==> config.mk <==
export PLATFORM = sky130hd
export DESIGN_NAME = opsg_status_group
export DESIGN_NICKNAME = d
export VERILOG_FILES = /design/src/include/opsg_pkg.sv /design/src/rtl/opsg_edge_filter.sv /design/src/rtl/opsg_status_group.sv
export SDC_FILE = /design/constraint.sdc
export NUM_CORES = 1
export LEC_CHECK = 0
export ABC_AREA = 1
export BUFFER_PORTS_ARGS = -buffer_cell sky130_fd_sc_hd__buf_2
export CORE_ASPECT_RATIO = 1.25
export CORE_MARGIN = 8
export CORE_UTILIZATION = 57
export CTS_BUF_LIST = sky130_fd_sc_hd__clkbuf_16
export DETAILED_ROUTE_END_ITERATION = 6
export PLACE_DENSITY = 0.79
export SLEW_MARGIN = 15
export SYNTH_ARGS = -nofsm -noshare
export SYNTH_HDL_FRONTEND = slang
export SYNTH_SLANG_ARGS = --single-unit
==> constraint.sdc <==
create_clock -name ref_clk -period 3.35 [get_ports ref_clk]
set_input_delay 0.335 -clock ref_clk [delete_from_list [all_inputs] [get_ports ref_clk]]
set_output_delay 0.335 -clock ref_clk [all_outputs]
set_load 0.005 [all_outputs]
==> src/include/opsg_pkg.sv <==
package opsg_pkg;
  // Register selectors on the host command port
  localparam logic [2:0] OPSG_SEL_CONDITION = 3'h0;
  localparam logic [2:0] OPSG_SEL_RISE = 3'h1;
  localparam logic [2:0] OPSG_SEL_FALL = 3'h2;
  localparam logic [2:0] OPSG_SEL_EVENT = 3'h3;
  localparam logic [2:0] OPSG_SEL_EVENT_MASK = 3'h4;
  localparam logic [2:0] OPSG_SEL_STD_MASK = 3'h5;
  // Condition bit positions
  localparam int OPSG_BIT_IQ_CAL = 0;
  localparam int OPSG_BIT_SETTLING = 1;
  localparam int OPSG_BIT_SWEEPING = 3;
  localparam int OPSG_BIT_MEASURING = 4;
  localparam int OPSG_BIT_WAIT_TRIG = 5;
  localparam int OPSG_BIT_DC_NULL = 9;
  localparam int OPSG_BIT_BASEBAND = 10;
  localparam int OPSG_BIT_SWEEP_CALC = 11;
  localparam int OPSG_BIT_BER_SYNC = 12;
  // Status byte bit positions fed by this group
  localparam int OPSG_STB_STD_EVENT = 5;
  localparam int OPSG_STB_OPERATION = 7;
  // Reset values
  localparam logic [15:0] OPSG_RESET_MASK = 16'h0000;
  localparam logic [7:0] OPSG_RESET_STD_MASK = 8'h00;
  localparam logic [15:0] OPSG_RESET_DATA = 16'h0000;
endpackage

==> src/rtl/opsg_edge_filter.sv <==
`timescale 1ns/1ns
// One condition bit: qualifies its rise and fall against the filter masks
module opsg_edge_filter (
  // Current and previous condition level
  input wire logic cond_now,
  input wire logic cond_prev,
  // Filter enables
  input wire logic rise_en,
  input wire logic fall_en,
  // Qualified transition
  output logic hit
);
  assign hit = (rise_en & cond_now & ~cond_prev) |
               (fall_en & ~cond_now & cond_prev);
endmodule

==> src/rtl/opsg_status_group.sv <==
`timescale 1ns/1ns
module opsg_status_group
  import opsg_pkg::*;
#(
  parameter int WIDTH = 16
) (
  // Clock and reset
  input wire logic ref_clk,
  input wire logic reset,
  // Activity inputs
  input wire logic iq_calibrating,
  input wire logic settling,
  input wire logic sweeping,
  input wire logic ber_measuring,
  input wire logic waiting_trigger,
  input wire logic loopback_enabled,
  input wire logic traffic_packet_channel_synced,
  input wire logic loopback_waiting_trigger,
  input wire logic dc_modulation_null,
  input wire logic baseband_summary,
  input wire logic sweep_calculating,
  input wire logic ber_syncing,
  // Standard event register contents, kept outside this block
  input wire logic [7:0] std_event,
  // Host command port
  input wire logic host_wr,
  input wire logic host_rd,
  input wire logic host_cls,
  input wire logic [2:0] host_sel,
  input wire logic [WIDTH-1:0] host_wdata,
  output logic [WIDTH-1:0] host_rdata,
  output logic host_rvalid,
  // Status byte summary bits
  output logic stb_operation,
  output logic stb_std_event
);

  logic [WIDTH-1:0] cond_live;
  logic [WIDTH-1:0] condition;
  logic [WIDTH-1:0] rise_filter;
  logic [WIDTH-1:0] fall_filter;
  logic [WIDTH-1:0] event_latch;
  logic [WIDTH-1:0] event_mask;
  logic [7:0] std_mask;
  logic [WIDTH-1:0] hits;
  logic [WIDTH-1:0] next_condition;
  logic [WIDTH-1:0] next_rise_filter;
  logic [WIDTH-1:0] next_fall_filter;
  logic [WIDTH-1:0] next_event_latch;
  logic [WIDTH-1:0] next_event_mask;
  logic [7:0] next_std_mask;
  logic [WIDTH-1:0] next_host_rdata;
  logic next_host_rvalid;
  logic next_stb_operation;
  logic next_stb_std_event;
  logic wait_bit;
  logic event_rd;

  // Loopback swaps the meaning of the trigger wait bit
  assign wait_bit = loopback_enabled ?
    (traffic_packet_channel_synced & loopback_waiting_trigger) :
    waiting_trigger;

  always_comb begin
    cond_live = '0;
    cond_live[OPSG_BIT_IQ_CAL] = iq_calibrating;
    cond_live[OPSG_BIT_SETTLING] = settling;
    cond_live[OPSG_BIT_SWEEPING] = sweeping;
    cond_live[OPSG_BIT_MEASURING] = ber_measuring;
    cond_live[OPSG_BIT_WAIT_TRIG] = wait_bit;
    cond_live[OPSG_BIT_DC_NULL] = dc_modulation_null;
    cond_live[OPSG_BIT_BASEBAND] = baseband_summary;
    cond_live[OPSG_BIT_SWEEP_CALC] = sweep_calculating;
    cond_live[OPSG_BIT_BER_SYNC] = ber_syncing;
  end

  // Edge qualification per bit against the previous sample
  genvar gi;
  generate
    for (gi = 0; gi < WIDTH; gi++) begin : g_edge
      opsg_edge_filter u_edge (
        .cond_now(next_condition[gi]),
        .cond_prev(condition[gi]),
        .rise_en(rise_filter[gi]),
        .fall_en(fall_filter[gi]),
        .hit(hits[gi])
      );
    end
  endgenerate

  assign event_rd = host_rd && (host_sel == OPSG_SEL_EVENT);

  always_comb begin
    // Condition tracks inputs each cycle; no write path exists
    next_condition = cond_live;
    next_rise_filter = rise_filter;
    next_fall_filter = fall_filter;
    next_event_mask = event_mask;
    next_std_mask = std_mask;
    next_event_latch = event_latch;
    if (host_wr) begin
      case (host_sel)
        OPSG_SEL_RISE: next_rise_filter = host_wdata;
        OPSG_SEL_FALL: next_fall_filter = host_wdata;
        OPSG_SEL_EVENT_MASK: next_event_mask = host_wdata;
        OPSG_SEL_STD_MASK: next_std_mask = host_wdata[7:0];
        default: ;
      endcase
    end
    // Clear first, then new hits so a coincident edge is kept
    if (event_rd || host_cls) begin
      next_event_latch = '0;
    end
    next_event_latch = next_event_latch | hits;
  end

  always_comb begin
    next_host_rvalid = host_rd;
    next_host_rdata = OPSG_RESET_DATA;
    if (host_rd) begin
      case (host_sel)
        OPSG_SEL_CONDITION: next_host_rdata = condition;
        OPSG_SEL_RISE: next_host_rdata = rise_filter;
        OPSG_SEL_FALL: next_host_rdata = fall_filter;
        OPSG_SEL_EVENT: next_host_rdata = event_latch;
        OPSG_SEL_EVENT_MASK: next_host_rdata = event_mask;
        OPSG_SEL_STD_MASK: next_host_rdata = {{(WIDTH-8){1'b0}}, std_mask};
        default: next_host_rdata = OPSG_RESET_DATA;
      endcase
    end
    // Summaries follow the next-state masks and events
    next_stb_operation = |(next_event_latch & next_event_mask);
    next_stb_std_event = |(std_event & next_std_mask);
  end

  always_ff @(posedge ref_clk or posedge reset) begin
    if (reset) begin
      condition <= OPSG_RESET_DATA;
      rise_filter <= OPSG_RESET_MASK;
      fall_filter <= OPSG_RESET_MASK;
      event_latch <= OPSG_RESET_DATA;
      event_mask <= OPSG_RESET_MASK;
      std_mask <= OPSG_RESET_STD_MASK;
      host_rdata <= OPSG_RESET_DATA;
      host_rvalid <= 1'b0;
      stb_operation <= 1'b0;
      stb_std_event <= 1'b0;
    end else begin
      condition <= next_condition;
      rise_filter <= next_rise_filter;
      fall_filter <= next_fall_filter;
      event_latch <= next_event_latch;
      event_mask <= next_event_mask;
      std_mask <= next_std_mask;
      host_rdata <= next_host_rdata;
      host_rvalid <= next_host_rvalid;
      stb_operation <= next_stb_operation;
      stb_std_event <= next_stb_std_event;
    end
  end

endmodule

==> metrics list, run 1 <==
- Run status: completed
* Final hold violations: 0
- For this block, the initial DRC count from the detailed router was 319.
- The number of nets handed over by synthesis was 571.
- In this run the number of H-tree levels came out at 3.
* Most frequent cell on the critical path: nand2_1
- In this run the horizontal extent of the chip is 95.1 um.
- Placement-stage worst setup slack: 1.01 ns
* Pin count of the biggest net entering global routing: 101
* # nets final: 626
- Across the routed clock network, the largest skew measured is 0.00682 ns.
- After synthesis, the cell types taking the most area are dfrtp_1 56%, nand2_1 13%, nand3_1 6.6%.
* Number of remaining DRC errors: 0
- TritonCTS Buffers: 9
- Deepest clock path buffer count: 2
- The top cell type by area accounts for 56.1% of the synthesized area.
- In this run, distinct cell masters in the synthesized netlist total 25.
- Number of instances resized during post-cts repair: 0
- Clock slew at the register clock pins of the worst setup and hold paths: 0.06 ns
* Via count: 3854
* Sequential share of power: 49.7%
* Number of antenna-violating nets in the routed design: 0
- Slowest-stage cell, CP: nand2_1
- Yosys warns: 0
- Proportion of power drawn by the clock network: 35.8%
- Count of maximum capacitance violations: 0
- The first global-routing pass estimated 19200 um of wire.
* Ranking of synthesized cells by instance count: 156 x nand2_1, 100 x dfrtp_1, 59 x nand3_1
- Slew HR: 44.5%
- Clock latency on the worst-skew pair, taken at its later pin, is 0.34 ns.
* Comb power frac: 14.5%
- The smallest clock period supported by the final layout is computed as 1.98 ns.
- Of the available clock period, the critical path in the final layout requires 59.0%.
- Vias per cell: 5.65
- Placement Rows: 36
* Pre-Repair DR Iteration Count: 5
- Synthesis handed over a netlist of 527 instances.
- Vertical die dimension: 115 um
- Of the cells placed in the final design, the portion with a size suffix greater than 1 is 16.0%.
- The critical path is of the in -> reg type.
- Layout overhead on the synthesized area: 15.1%
* Cell at the root of the clock tree: clkbuf_16
- IR analysis of the VDD net gives a maximum drop of 0.372 mV.
- Initial Util: 57.9%
* Tightest hold margin: 0.0912 ns
* Biggest fanout along the worst timing path: 18
* Sum of negative setup slack: 0 ns
- STA classifies the critical path endpoint as a register.
- # port buffers: 62
- Detailed placement finished with a half-perimeter wire length of 7560 um.
* Tightest Hold Check Type: in -> async
- Dividing total power by cell area gives a power density of 582 mW/mm^2.
- Hold_buf cts: 0
- Net switching is 26.8% of the power.
- Launching element type of the critical path: input port
- Cell taking the most area after synthesis: dfrtp_1
- Number of setup violations in the final report: 0
* Async S/R FF share, synth: 100%
* Int Pwr: 2.19 mW
- The floorplan step defined a die boundary enclosing 0.0109 sq mm.
- The number of buffers and inverters on the critical path is 4.
- Area of the mapped netlist: 0.00446 sq mm
- STA puts the critical path data required time at 3.57 ns.
* Ports placed on the boundary: 63
- Sink Count: 100
- The number of max-slew violations in the final report was 0.
- Post-Route Utilization: 66.7%
- CTS tree: done
* Most numerous cell in the Yosys netlist: nand2_1
- Buffers added to address setup during post-CTS repair amount to 0.
- Final instance area: 0.00514 sq mm
- Traced cell by cell, the critical path runs through buf_2, inv_2, nor2_4, nand2_1, inv_2, nand2_1, buf_4, nand2_1, o21ai_0.
- Among cell families on the critical path, the largest total delay comes from simple AND/OR/NAND/NOR gates.
- In this design, the stage delay of the slowest critical-path cell is 0.43 ns.
* Count of state elements after synthesis: 100
- After detailed routing, the average wire length per cell comes to 16.4 um.
- GR Util All Layers: 22.4%
* Overflow left after global routing: 0
- Diodes inserted: 0
- Area of the core: 0.00770 sq mm
- Summing all placed instances gives a cell area of 0.00483 sq mm.
- At the pin with the least slew margin, the transition time is 0.827 ns.
* Standby leakage power: 2.62 nW
- Across all setup checks in the final design, the least slack found is 1.37 ns.
* Switching power total: 0.801 mW
* Final wirelength: 11200 um
- Most common flop cell mapped by yosys: dfrtp_1
* Syn_area_per_cell: 8.47 sq um
- Number of antenna violations at the first check in global routing: 0
* Number of enable flip-flop cells after synthesis: 0
* Vias in the first global route: 4030
- Timing would allow up to 0.506 GHz.
- Arrival time worst endpoint: 2.20 ns
- Of the synthesized area, sequential elements account for 56.1%.
- Setup repair after global routing left no endpoint under its margin.
- Routability cong.: 0.846
per-layer routing:
metal | GRT usage [%] | up-vias | part of all wire [%] | routed length [um]
li1 | - | 1829 | - | -
met1 | 27.9 | 1842 | 41 | 4580
met2 | 37.1 | 156 | 51 | 5690
met3 | 3.66 | 27 | 5.9 | 658
met4 | 10.1 | 0 | 2.4 | 272
met5 | 0 | - | 0 | 0
cell type report:
class | instances | area [sq um]
Fill cell | 643 | 2560
Sequential cell | 100 | 2500
Multi-Input combinational cell | 352 | 1640
Timing Repair Buffer | 69 | 375
Clock buffer | 9 | 225
Inverter | 50 | 190
Tap cell | 95 | 119
Clock inverter | 7 | 82.6
registers in the layout, summed over array words and instances (netlist names):
signal and cells:
condition 9, event_latch 16, event_mask 16, fall_filter 16, host_rdata 16, host_rvalid 1
rise_filter 16, stb_operation 1, stb_std_event 1, std_mask 8
per-stage QoR:
step | total power [mW] | instances
floorplan | 1.77 | 527
global placement | 1.91 | 666
detailed placement | 1.93 | 666
CTS | 3.00 | 682
global route | 3.14 | 682
finish | 2.99 | 682
cell usage in the layout (no fill, tap or decap), types with 2 or more instances in the layout:
cell / instances
nand2_1: 156
dfrtp_1: 100
buf_2: 62
nand3_1: 59
inv_1: 48
nor2_1: 39
o21ai_0: 35
a21oi_1: 11
o21ai_1: 10
a41oi_1: 10
nand4_1: 9
clkbuf_16: 9
buf_4: 6
o21ai_2: 5
o21a_1: 5
a31oi_1: 4
clkinv_1: 3
inv_2: 2
nor2_4: 2
a211oi_1: 2
bufinv_16: 2
power by group through the flow:
stage / sequential (mW) / clock [mW] / combinational (mW)
finish: 1.49 / 1.07 / 0.433
global route: 1.51 / 1.13 / 0.504
CTS: 1.48 / 1.08 / 0.436
detailed placement: 1.50 / 0 / 0.431
global placement: 1.50 / 0 / 0.417
floorplan: 1.48 / 0 / 0.292
worst register-to-register path, stage by stage, from the launching register on:
cell,delay (ns)
dfrtp_1,0.38
inv_1,0.08
nor2_1,0.05
a21oi_1,0.16
nand2_1,0.11
nand2_1,0.10
nand2_1,0.06
inv_1,0.05
nand2_1,0.05
nor2_1,0.08
nand2_1,0.06
path summary, 6_finish.rpt:
kind                                        start               to  slack [ns]  cells past startpoint
worst max register to register     fall_filter[9]    stb_operation        2.08                     10
worst min register to register    fall_filter[10]  fall_filter[10]        0.49                      2
min in group ref_clk            sweep_calculating    condition[11]        0.12                      1
worst max-delay path                  host_sel[0]   rise_filter[1]        1.37                      9
worst min-delay path                        reset    host_rdata[0]        0.09                      3
max in group asynchronous                   reset    event_mask[6]        2.83                      3
logic make-up after synthesis:
logic type | after synthesis | share of synthesized area [%]
DFF | 100 | 56.1
AOI/OAI and AO/OA | 84 | 11.3
buffers and inverters | 75 | 7.12
and+or+nand+nor | 268 | 25.5
Note: power is estimated with default switching activity, not from simulation.
==> run 2: changes to the inputs <==
CORE_UTILIZATION = 51   (was 57)
PLACE_DENSITY = 0.75   (was 0.79)
clock period = 1.7 ns   (was 3.35 ns; I/O delays follow)
==> metrics list, run 2 (same netlist as run 1, synthesis figures left out) <==
* Run status: finished, violations left (was completed)
* Violated checks: hold timing
- Final instance area: 0.00536 sq mm (was 0.00514 sq mm)
- The number of buffer cells added on primary ports is 62 (unchanged).
- The highest ir drop seen on vdd was 0.434 mV (was 0.372 mV).
- The most used cell along the critical path is nand2_1 (unchanged).
* Fraction of final layout cells sized beyond drive strength 1: 18.9% (was 16.0%)
* Total setup buffers inserted after CTS: 0 (unchanged)
* Vertical die dimension: 121 um (was 115 um)
* Max-slew violation count: 0 (unchanged)
- CTS tree: done (unchanged)
* Worst slew pin tran: 0.513 ns (was 0.827 ns)
- Final wirelength: 11400 um (was 11200 um)
- Arrival time worst endpoint: 1.82 ns (was 2.20 ns)
* Vias per cell: 5.27 (was 5.65)
* Tightest Hold Check Type: in -> async (unchanged)
* Maximum clock frequency: 0.632 GHz
- The number of buffers on the longest clock path was 2 (unchanged).
* Number of antenna violations at the first check in global routing: 0 (unchanged)
- Via count: 3840 (was 3854)
- The register-to-register setup slack came to 0.42 ns (was 2.08 ns).
- Pin count of the biggest net entering global routing: 101 (unchanged)
* Tightest hold margin: -0.0285 ns (was 0.0912 ns)
- Wire length of the first global-routing pass: 19200 um (about the same)
- Required time worst endpoint: 1.94 ns (was 3.57 ns)
- The number of remaining DRC errors came to 0 (unchanged).
* Post-detail-place hpwl: 7910 um (was 7560 um)
* Clock tree skew after final layout: 0.00659 ns (was 0.00682 ns)
- The clock tree root buffer cell was clkbuf_16 (unchanged).
- Clk_lat worst skew: 0.34 ns (about the same)
* Crit-path cells: dlygate4sd3_1, nand4_1, buf_6, nand3_1, nand2_2, nand2_1, nand2_1, inv_1, nand2_1, nor2_2, nand2_1 (was buf_2, inv_2, nor2_4, nand2_1, inv_2, nand2_1, buf_4, nand2_1, o21ai_0)
* Area of the core: 0.00861 sq mm (was 0.00770 sq mm)
* Type of the worst setup path: in -> reg (unchanged)
- The global placer's final weighted congestion was 0.892 (was 0.846).
- The number of sinks handled by clock tree synthesis is 100 (unchanged).
* Critical path startpoint: host_rd (was host_sel[0])
- The destination of the critical timing path is stb_operation (was rise_filter[1]).
- Largest delay share family, worst path: buffers and inverters (was simple AND/OR/NAND/NOR gates)
- The number of H-tree levels came to 3 (unchanged).
* Diodes inserted: 0 (unchanged)
- Pre-Repair DR Iteration Count: 5 (unchanged)
* Final period util: 93.0%
- Slowest-stage cell, CP: dlygate4sd3_1 (was nand2_1)
- The clock transition at the registers of the reported paths came to 0.07 ns (was 0.06 ns).
* Slew HR: 65.8% (was 44.5%)
- Final critical delay including setup and external delays: 1.58 ns
* Count of maximum capacitance violations: 0 (unchanged)
- The startpoint class of the critical path is an input port (unchanged).
* Overflow left after global routing: 0 (unchanged)
* DP Area: 0.00497 sq mm (was 0.00483 sq mm)
* Endpoint type of the worst setup path: register (unchanged)
- Layout overhead on the synthesized area: 20.1% (was 15.1%)
- Number of setup violations in the final report: 0 (unchanged)
- The most common cell after layout, fill and taps aside was nand2_1 (unchanged).
* Final hold violations: 41 (was 0)
* # nets final: 648 (was 626)
- The static power due to leakage is 2.71 nW (was 2.62 nW).
- Fillers: 741 (was 643)
* Total stage count of the critical path: 11 (was 9)
* Sum of negative setup slack: 0 ns (unchanged)
* TritonCTS Buffers: 9 (unchanged)
* Number of antenna-violating nets in the routed design: 0 (unchanged)
- The via count of the first global-routing pass is 4043 (was 4030).
- Per-cell routed wire length: 15.7 um (was 16.4 um)
* Power per Cell Area: 1080 mW/mm^2 (was 582 mW/mm^2)
- The initial core utilization came to 51.9% (was 57.9%).
* Register-to-Register Path Depth: 10 (unchanged)
- Horizontal die dimension: 99.7 um (was 95.1 um)
- The total die area is 0.0120 sq mm (was 0.0109 sq mm).
* Ports placed on the boundary: 63 (unchanged)
- The total buffers and inverters traversed by the critical path came to 3 (was 4).
- The number of violations reported at the end of detailed-routing iteration 0 was 251 (was 319).
- The largest fanout on the critical path was 6 (was 18).
- Placement Rows: 38 (was 36)
- Highest-count cells in the layout ignoring fill and taps: 152 x nand2_1, 100 x dfrtp_1, 61 x buf_2 (was 156 x nand2_1, 100 x dfrtp_1, 62 x buf_2).
* Reg2Reg Launch Point: fall_filter[9] (unchanged)
- Unrepaired setup endpoints after global routing: no (unchanged)
- The global router's overall resource usage came to 20.2% (was 22.4%).
- The terminus of the critical flop-to-flop path is stb_operation (unchanged).
- The sum of internal, switching and leakage power is 5.77 mW (was 2.99 mW).
- Max incr delay on CP: 0.58 ns (was 0.43 ns)
## run 2: cell count changes in the layout (fill, tap and decap cells not counted), moves of 2 or more
cell and change:
buf_6 +2, nand2_1 -4, buf_4 +12, dlygate4sd3_1 +9, nand2_2 +4, clkinv_2 +2
## run 2: where the power goes
group	leakage, nW	total, mW	switching, mW	internal, mW
Clock	0.141	1.95	0.833	1.12
Sequential	1.27	2.93	0.200	2.73
Combinational	1.30	0.894	0.541	0.353
Total	2.71	5.77	1.57	4.20
## run 2: metal layers
layer | track usage (%) | routed length (um)
met1 | 23.2 | 4630
met2 | 34.6 | 5790
met3 | 3.74 | 651
met4 | 10.9 | 372
met5 | 0 | 0
## run 2: how the worst min path moves through the flow
stage	endpoint	cells past startpoint	startpoint
after floorplan	condition[0]	0	iq_calibrating
after global placement	condition[10]	1	baseband_summary
after detailed placement	condition[10]	1	baseband_summary
after CTS	event_mask[14]	3	reset
after global routing	host_rdata[13]	3	reset
final	event_latch[13]	3	reset
## run 2: worst min-delay path, stage by stage
cell and delay, ns:
buf_2 0.11, clkinvlp_4 0.07, buf_12 0.40
## run 2: final cells by class
type / count / area (sq um) / share of cell area, %
clock inverter: 7 / 58.8 / 1.10
inverter: 50 / 191 / 3.57
timing repair buffer: 91 / 573 / 10.7
clock buffer: 9 / 225 / 4.20
tap: 120 / 150 / 2.80
multi-input combinational: 352 / 1660 / 31.0
sequential: 100 / 2500 / 46.7
## run 2: metrics by stage
step | utilization (%) | setup slack (ns) | instances
floorplan | - | 0.340 | 527
global placement | 57.7 | 0.204 | 705
detailed placement | 57.7 | 0.168 | 705
CTS | 62.1 | 0.166 | 730
global route | 62.3 | 0.0118 | 729
finish | 62.3 | 0.118 | 729
## run 2: repair_timing
action / CTS / global route
endpoints found under the setup margin: 0 / 1
endpoints found under the hold margin: 9 / 0
resized for setup: 0 / 9
hold buffers: 9 / 0
==> run 3: changes to the inputs <==
CORE_UTILIZATION = 43   (was 51)
PLACE_DENSITY = 0.65   (was 0.75)
==> metrics list, run 3 (same netlist as run 1, synthesis figures left out) <==
- Run status: completed (was finished, violations left)
* CTS tree: done (unchanged)
* Max-slew violation count: 0 (unchanged)
* # nets final: 650 (was 648)
- Reg2Reg Launch Point: fall_filter[9] (unchanged)
* Post-layout power: 5.67 mW (was 5.77 mW)
* Worst vdd ir: 0.551 mV (was 0.434 mV)
- The cell family with the largest share of critical-path delay is buffers and inverters (unchanged).
- Final hold violations: 0 (was 41)
- The relative area change from synthesis to final layout came to 19.8% (was 20.1%).
- The startpoint class of the critical path is an input port (unchanged).
- Endpoint type of the worst setup path: register (unchanged)
- Area enclosed by the die boundary: 0.0139 sq mm (was 0.0120 sq mm)
- Maximum clock frequency: 0.657 GHz (was 0.632 GHz)
- The clock transition at the registers of the reported paths was 0.07 ns (about the same).
- Diodes inserted: 0 (unchanged)
- The setup fix buffers added after clock tree synthesis is 0 (unchanged).
* Hold Path Depth: 3
- Startpoint of the lowest-slack hold path: waiting_trigger
- The number of routed nets with antenna violations was 0 (unchanged).
- The global placer's final weighted congestion came to 0.852 (was 0.892).
* Initial Util: 44.2% (was 51.9%)
- The number of violations of the max-capacitance limit was 0 (unchanged).
- The horizontal extent of the die is 107 um (was 99.7 um).
- The total buffers and inverters traversed by the critical path came to 4 (was 3).
* Number of levels the H-tree was split into: 3 (unchanged)
- The post-placement setup slack is 0.117 ns (was 0.168 ns).
- Pin count of the biggest net entering global routing: 101 (unchanged)
- The via-per-instance ratio came to 5.21 (was 5.27).
* Max incr delay on CP: 0.52 ns (was 0.58 ns)
* Final wirelength: 11800 um (was 11400 um)
* Pre-Repair DR Iteration Count: 5 (unchanged)
- The global router's overall resource usage came to 17.6% (was 20.2%).
- Clock tree skew after final layout: 0.00845 ns (was 0.00659 ns)
- The number of cells traversed by the worst register-to-register path came to 10 (unchanged).
- Crit-path cells: dlygate4sd3_1, buf_2, nand4_1, buf_4, nand3_1, nand2_1, nand2_1, nand2_1, inv_1, nand2_1, nor2_1, nand2_1 (was dlygate4sd3_1, nand4_1, buf_6, nand3_1, nand2_2, nand2_1, nand2_1, inv_1, nand2_1, nor2_2, nand2_1)
- The detailed placement HPWL came to 8350 um (was 7910 um).
* Deepest clock path buffer count: 2 (unchanged)
* Final period util: 89.5% (was 93.0%)
- Worst reg2reg path endpoint: stb_operation (unchanged)
- Sink Count: 100 (unchanged)
- The largest fanout on the critical path is 10 (was 6).
* Final critical delay including setup and external delays: 1.52 ns (was 1.58 ns)
- The critical path class is in -> reg (unchanged).
* Tightest Hold Check Type: in -> reg (was in -> async)
- Tightest hold margin: 0.0856 ns (was -0.0285 ns)
- Slew HR: 63.3% (was 65.8%)
- Initial drt markers: 221 (was 251)
* Fraction of final layout cells sized beyond drive strength 1: 18.0% (was 18.9%)
- Wire length of the first global-routing pass: 19000 um (was 19200 um)
* Most frequent cell on the critical path: nand2_1 (unchanged)
- The detail-routed net length per standard cell is 15.9 um (was 15.7 um).
- Standby leakage power: 2.70 nW (was 2.71 nW)
* Clk_lat worst skew: 0.35 ns (was 0.34 ns)
- The register-to-register setup slack was 0.48 ns (was 0.42 ns).
- The number of remaining DRC errors was 0 (unchanged).
- The slew at the pin with the worst max-slew slack was 0.551 ns (was 0.513 ns).
- The final total negative setup slack is 0 ns (unchanged).
- Overflow left after global routing: 0 (unchanged)
- The most common cell after layout, fill and taps aside is nand2_1 (unchanged).
- Required time worst endpoint: 1.94 ns (about the same)
- The number of buffer cells added on primary ports is 62 (unchanged).
- Highest-count cells in the layout ignoring fill and taps: 156 x nand2_1, 100 x dfrtp_1, 62 x buf_2 (was 152 x nand2_1, 100 x dfrtp_1, 61 x buf_2)
- Vertical die dimension: 130 um (was 121 um)
- Via count: 3852 (was 3840)
- TritonCTS Buffers: 9 (unchanged)
* Number of antenna violations at the first check in global routing: 0 (unchanged)
- Cell at the root of the clock tree: clkbuf_16 (unchanged)
- The via count of the first global-routing pass is 3871 (was 4043).
* Destination of the worst hold path: condition[5]
* Number of setup violations in the final report: 0 (unchanged)
- Slowest-stage cell, CP: dlygate4sd3_1 (unchanged)
- The core region area came to 0.0101 sq mm (was 0.00861 sq mm).
- Power per Cell Area: 1060 mW/mm^2 (was 1080 mW/mm^2)
* Placement Rows: 41 (was 38)
- The I/O pin count came to 63 (unchanged).
- The arrival time at the worst endpoint was 1.77 ns (was 1.82 ns).
* Smallest setup slack after layout: 0.178 ns (was 0.118 ns)
- Unrepaired setup endpoints after global routing: no (unchanged)
[run 3: worst max path at each step]
stage | to | slack [ns] | start | depth (start not counted)
3_5_place_dp | host_rdata[2] | 0.12 | host_sel[1] | 7
5_1_grt | stb_operation | 0.05 | host_rd | 12
3_3_place_gp | host_rdata[2] | 0.12 | host_sel[1] | 7
6_report | stb_operation | 0.18 | host_rd | 12
4_1_cts | stb_operation | 0.16 | host_rd | 12
2_1_floorplan | condition[0] | 0.34 | reset | 1
[run 3: power breakdown]
part           internal, mW  switching, mW  total, mW  leakage, nW
logic                 0.350          0.533      0.882         1.31
registers              2.73          0.195       2.92         1.27
clock network         0.983          0.887       1.87        0.125
[run 3: final cells by class]
type                            count  area, sq um
Fill cell                         976         4760
Sequential cell                   100         2500
Multi-Input combinational cell    352         1640
Timing Repair Buffer               93          581
Clock buffer                        9          225
Inverter                           50          191
Tap cell                          129          161
Clock inverter                      6         43.8
[run 3: worst min-delay path: cells and delay by family]
kind	cells	cell delay [ns]
simple gates	2	0.15
buf+inv	1	0.08
[run 3: stage by stage]
stage | cell area (sq um) | cells | util [%]
2_1_floorplan | 4470 | 527 | -
3_3_place_gp | 4980 | 714 | 49.3
3_5_place_dp | 4980 | 714 | 49.3
4_1_cts | 5350 | 739 | 52.9
5_1_grt | 5350 | 739 | 52.9
6_report | 5350 | 739 | 52.9
[run 3: what timing repair did]
action	4_1_cts	5_1_grt
endpoints found under the hold margin	24	0
hold buffers	10	0
resized for setup	0	0
[run 3: layer usage]
metal | part of all wire, % | routed length (um) | track usage, % | up-vias
met2 | 50 | 5870 | 29.6 | 108
met4 | 2.3 | 273 | 8.80 | 0
met1 | 43 | 5040 | 21.0 | 1843
met3 | 4.9 | 572 | 3.21 | 23
li1 | - | - | - | 1878
met5 | 0 | 0 | 0 | -
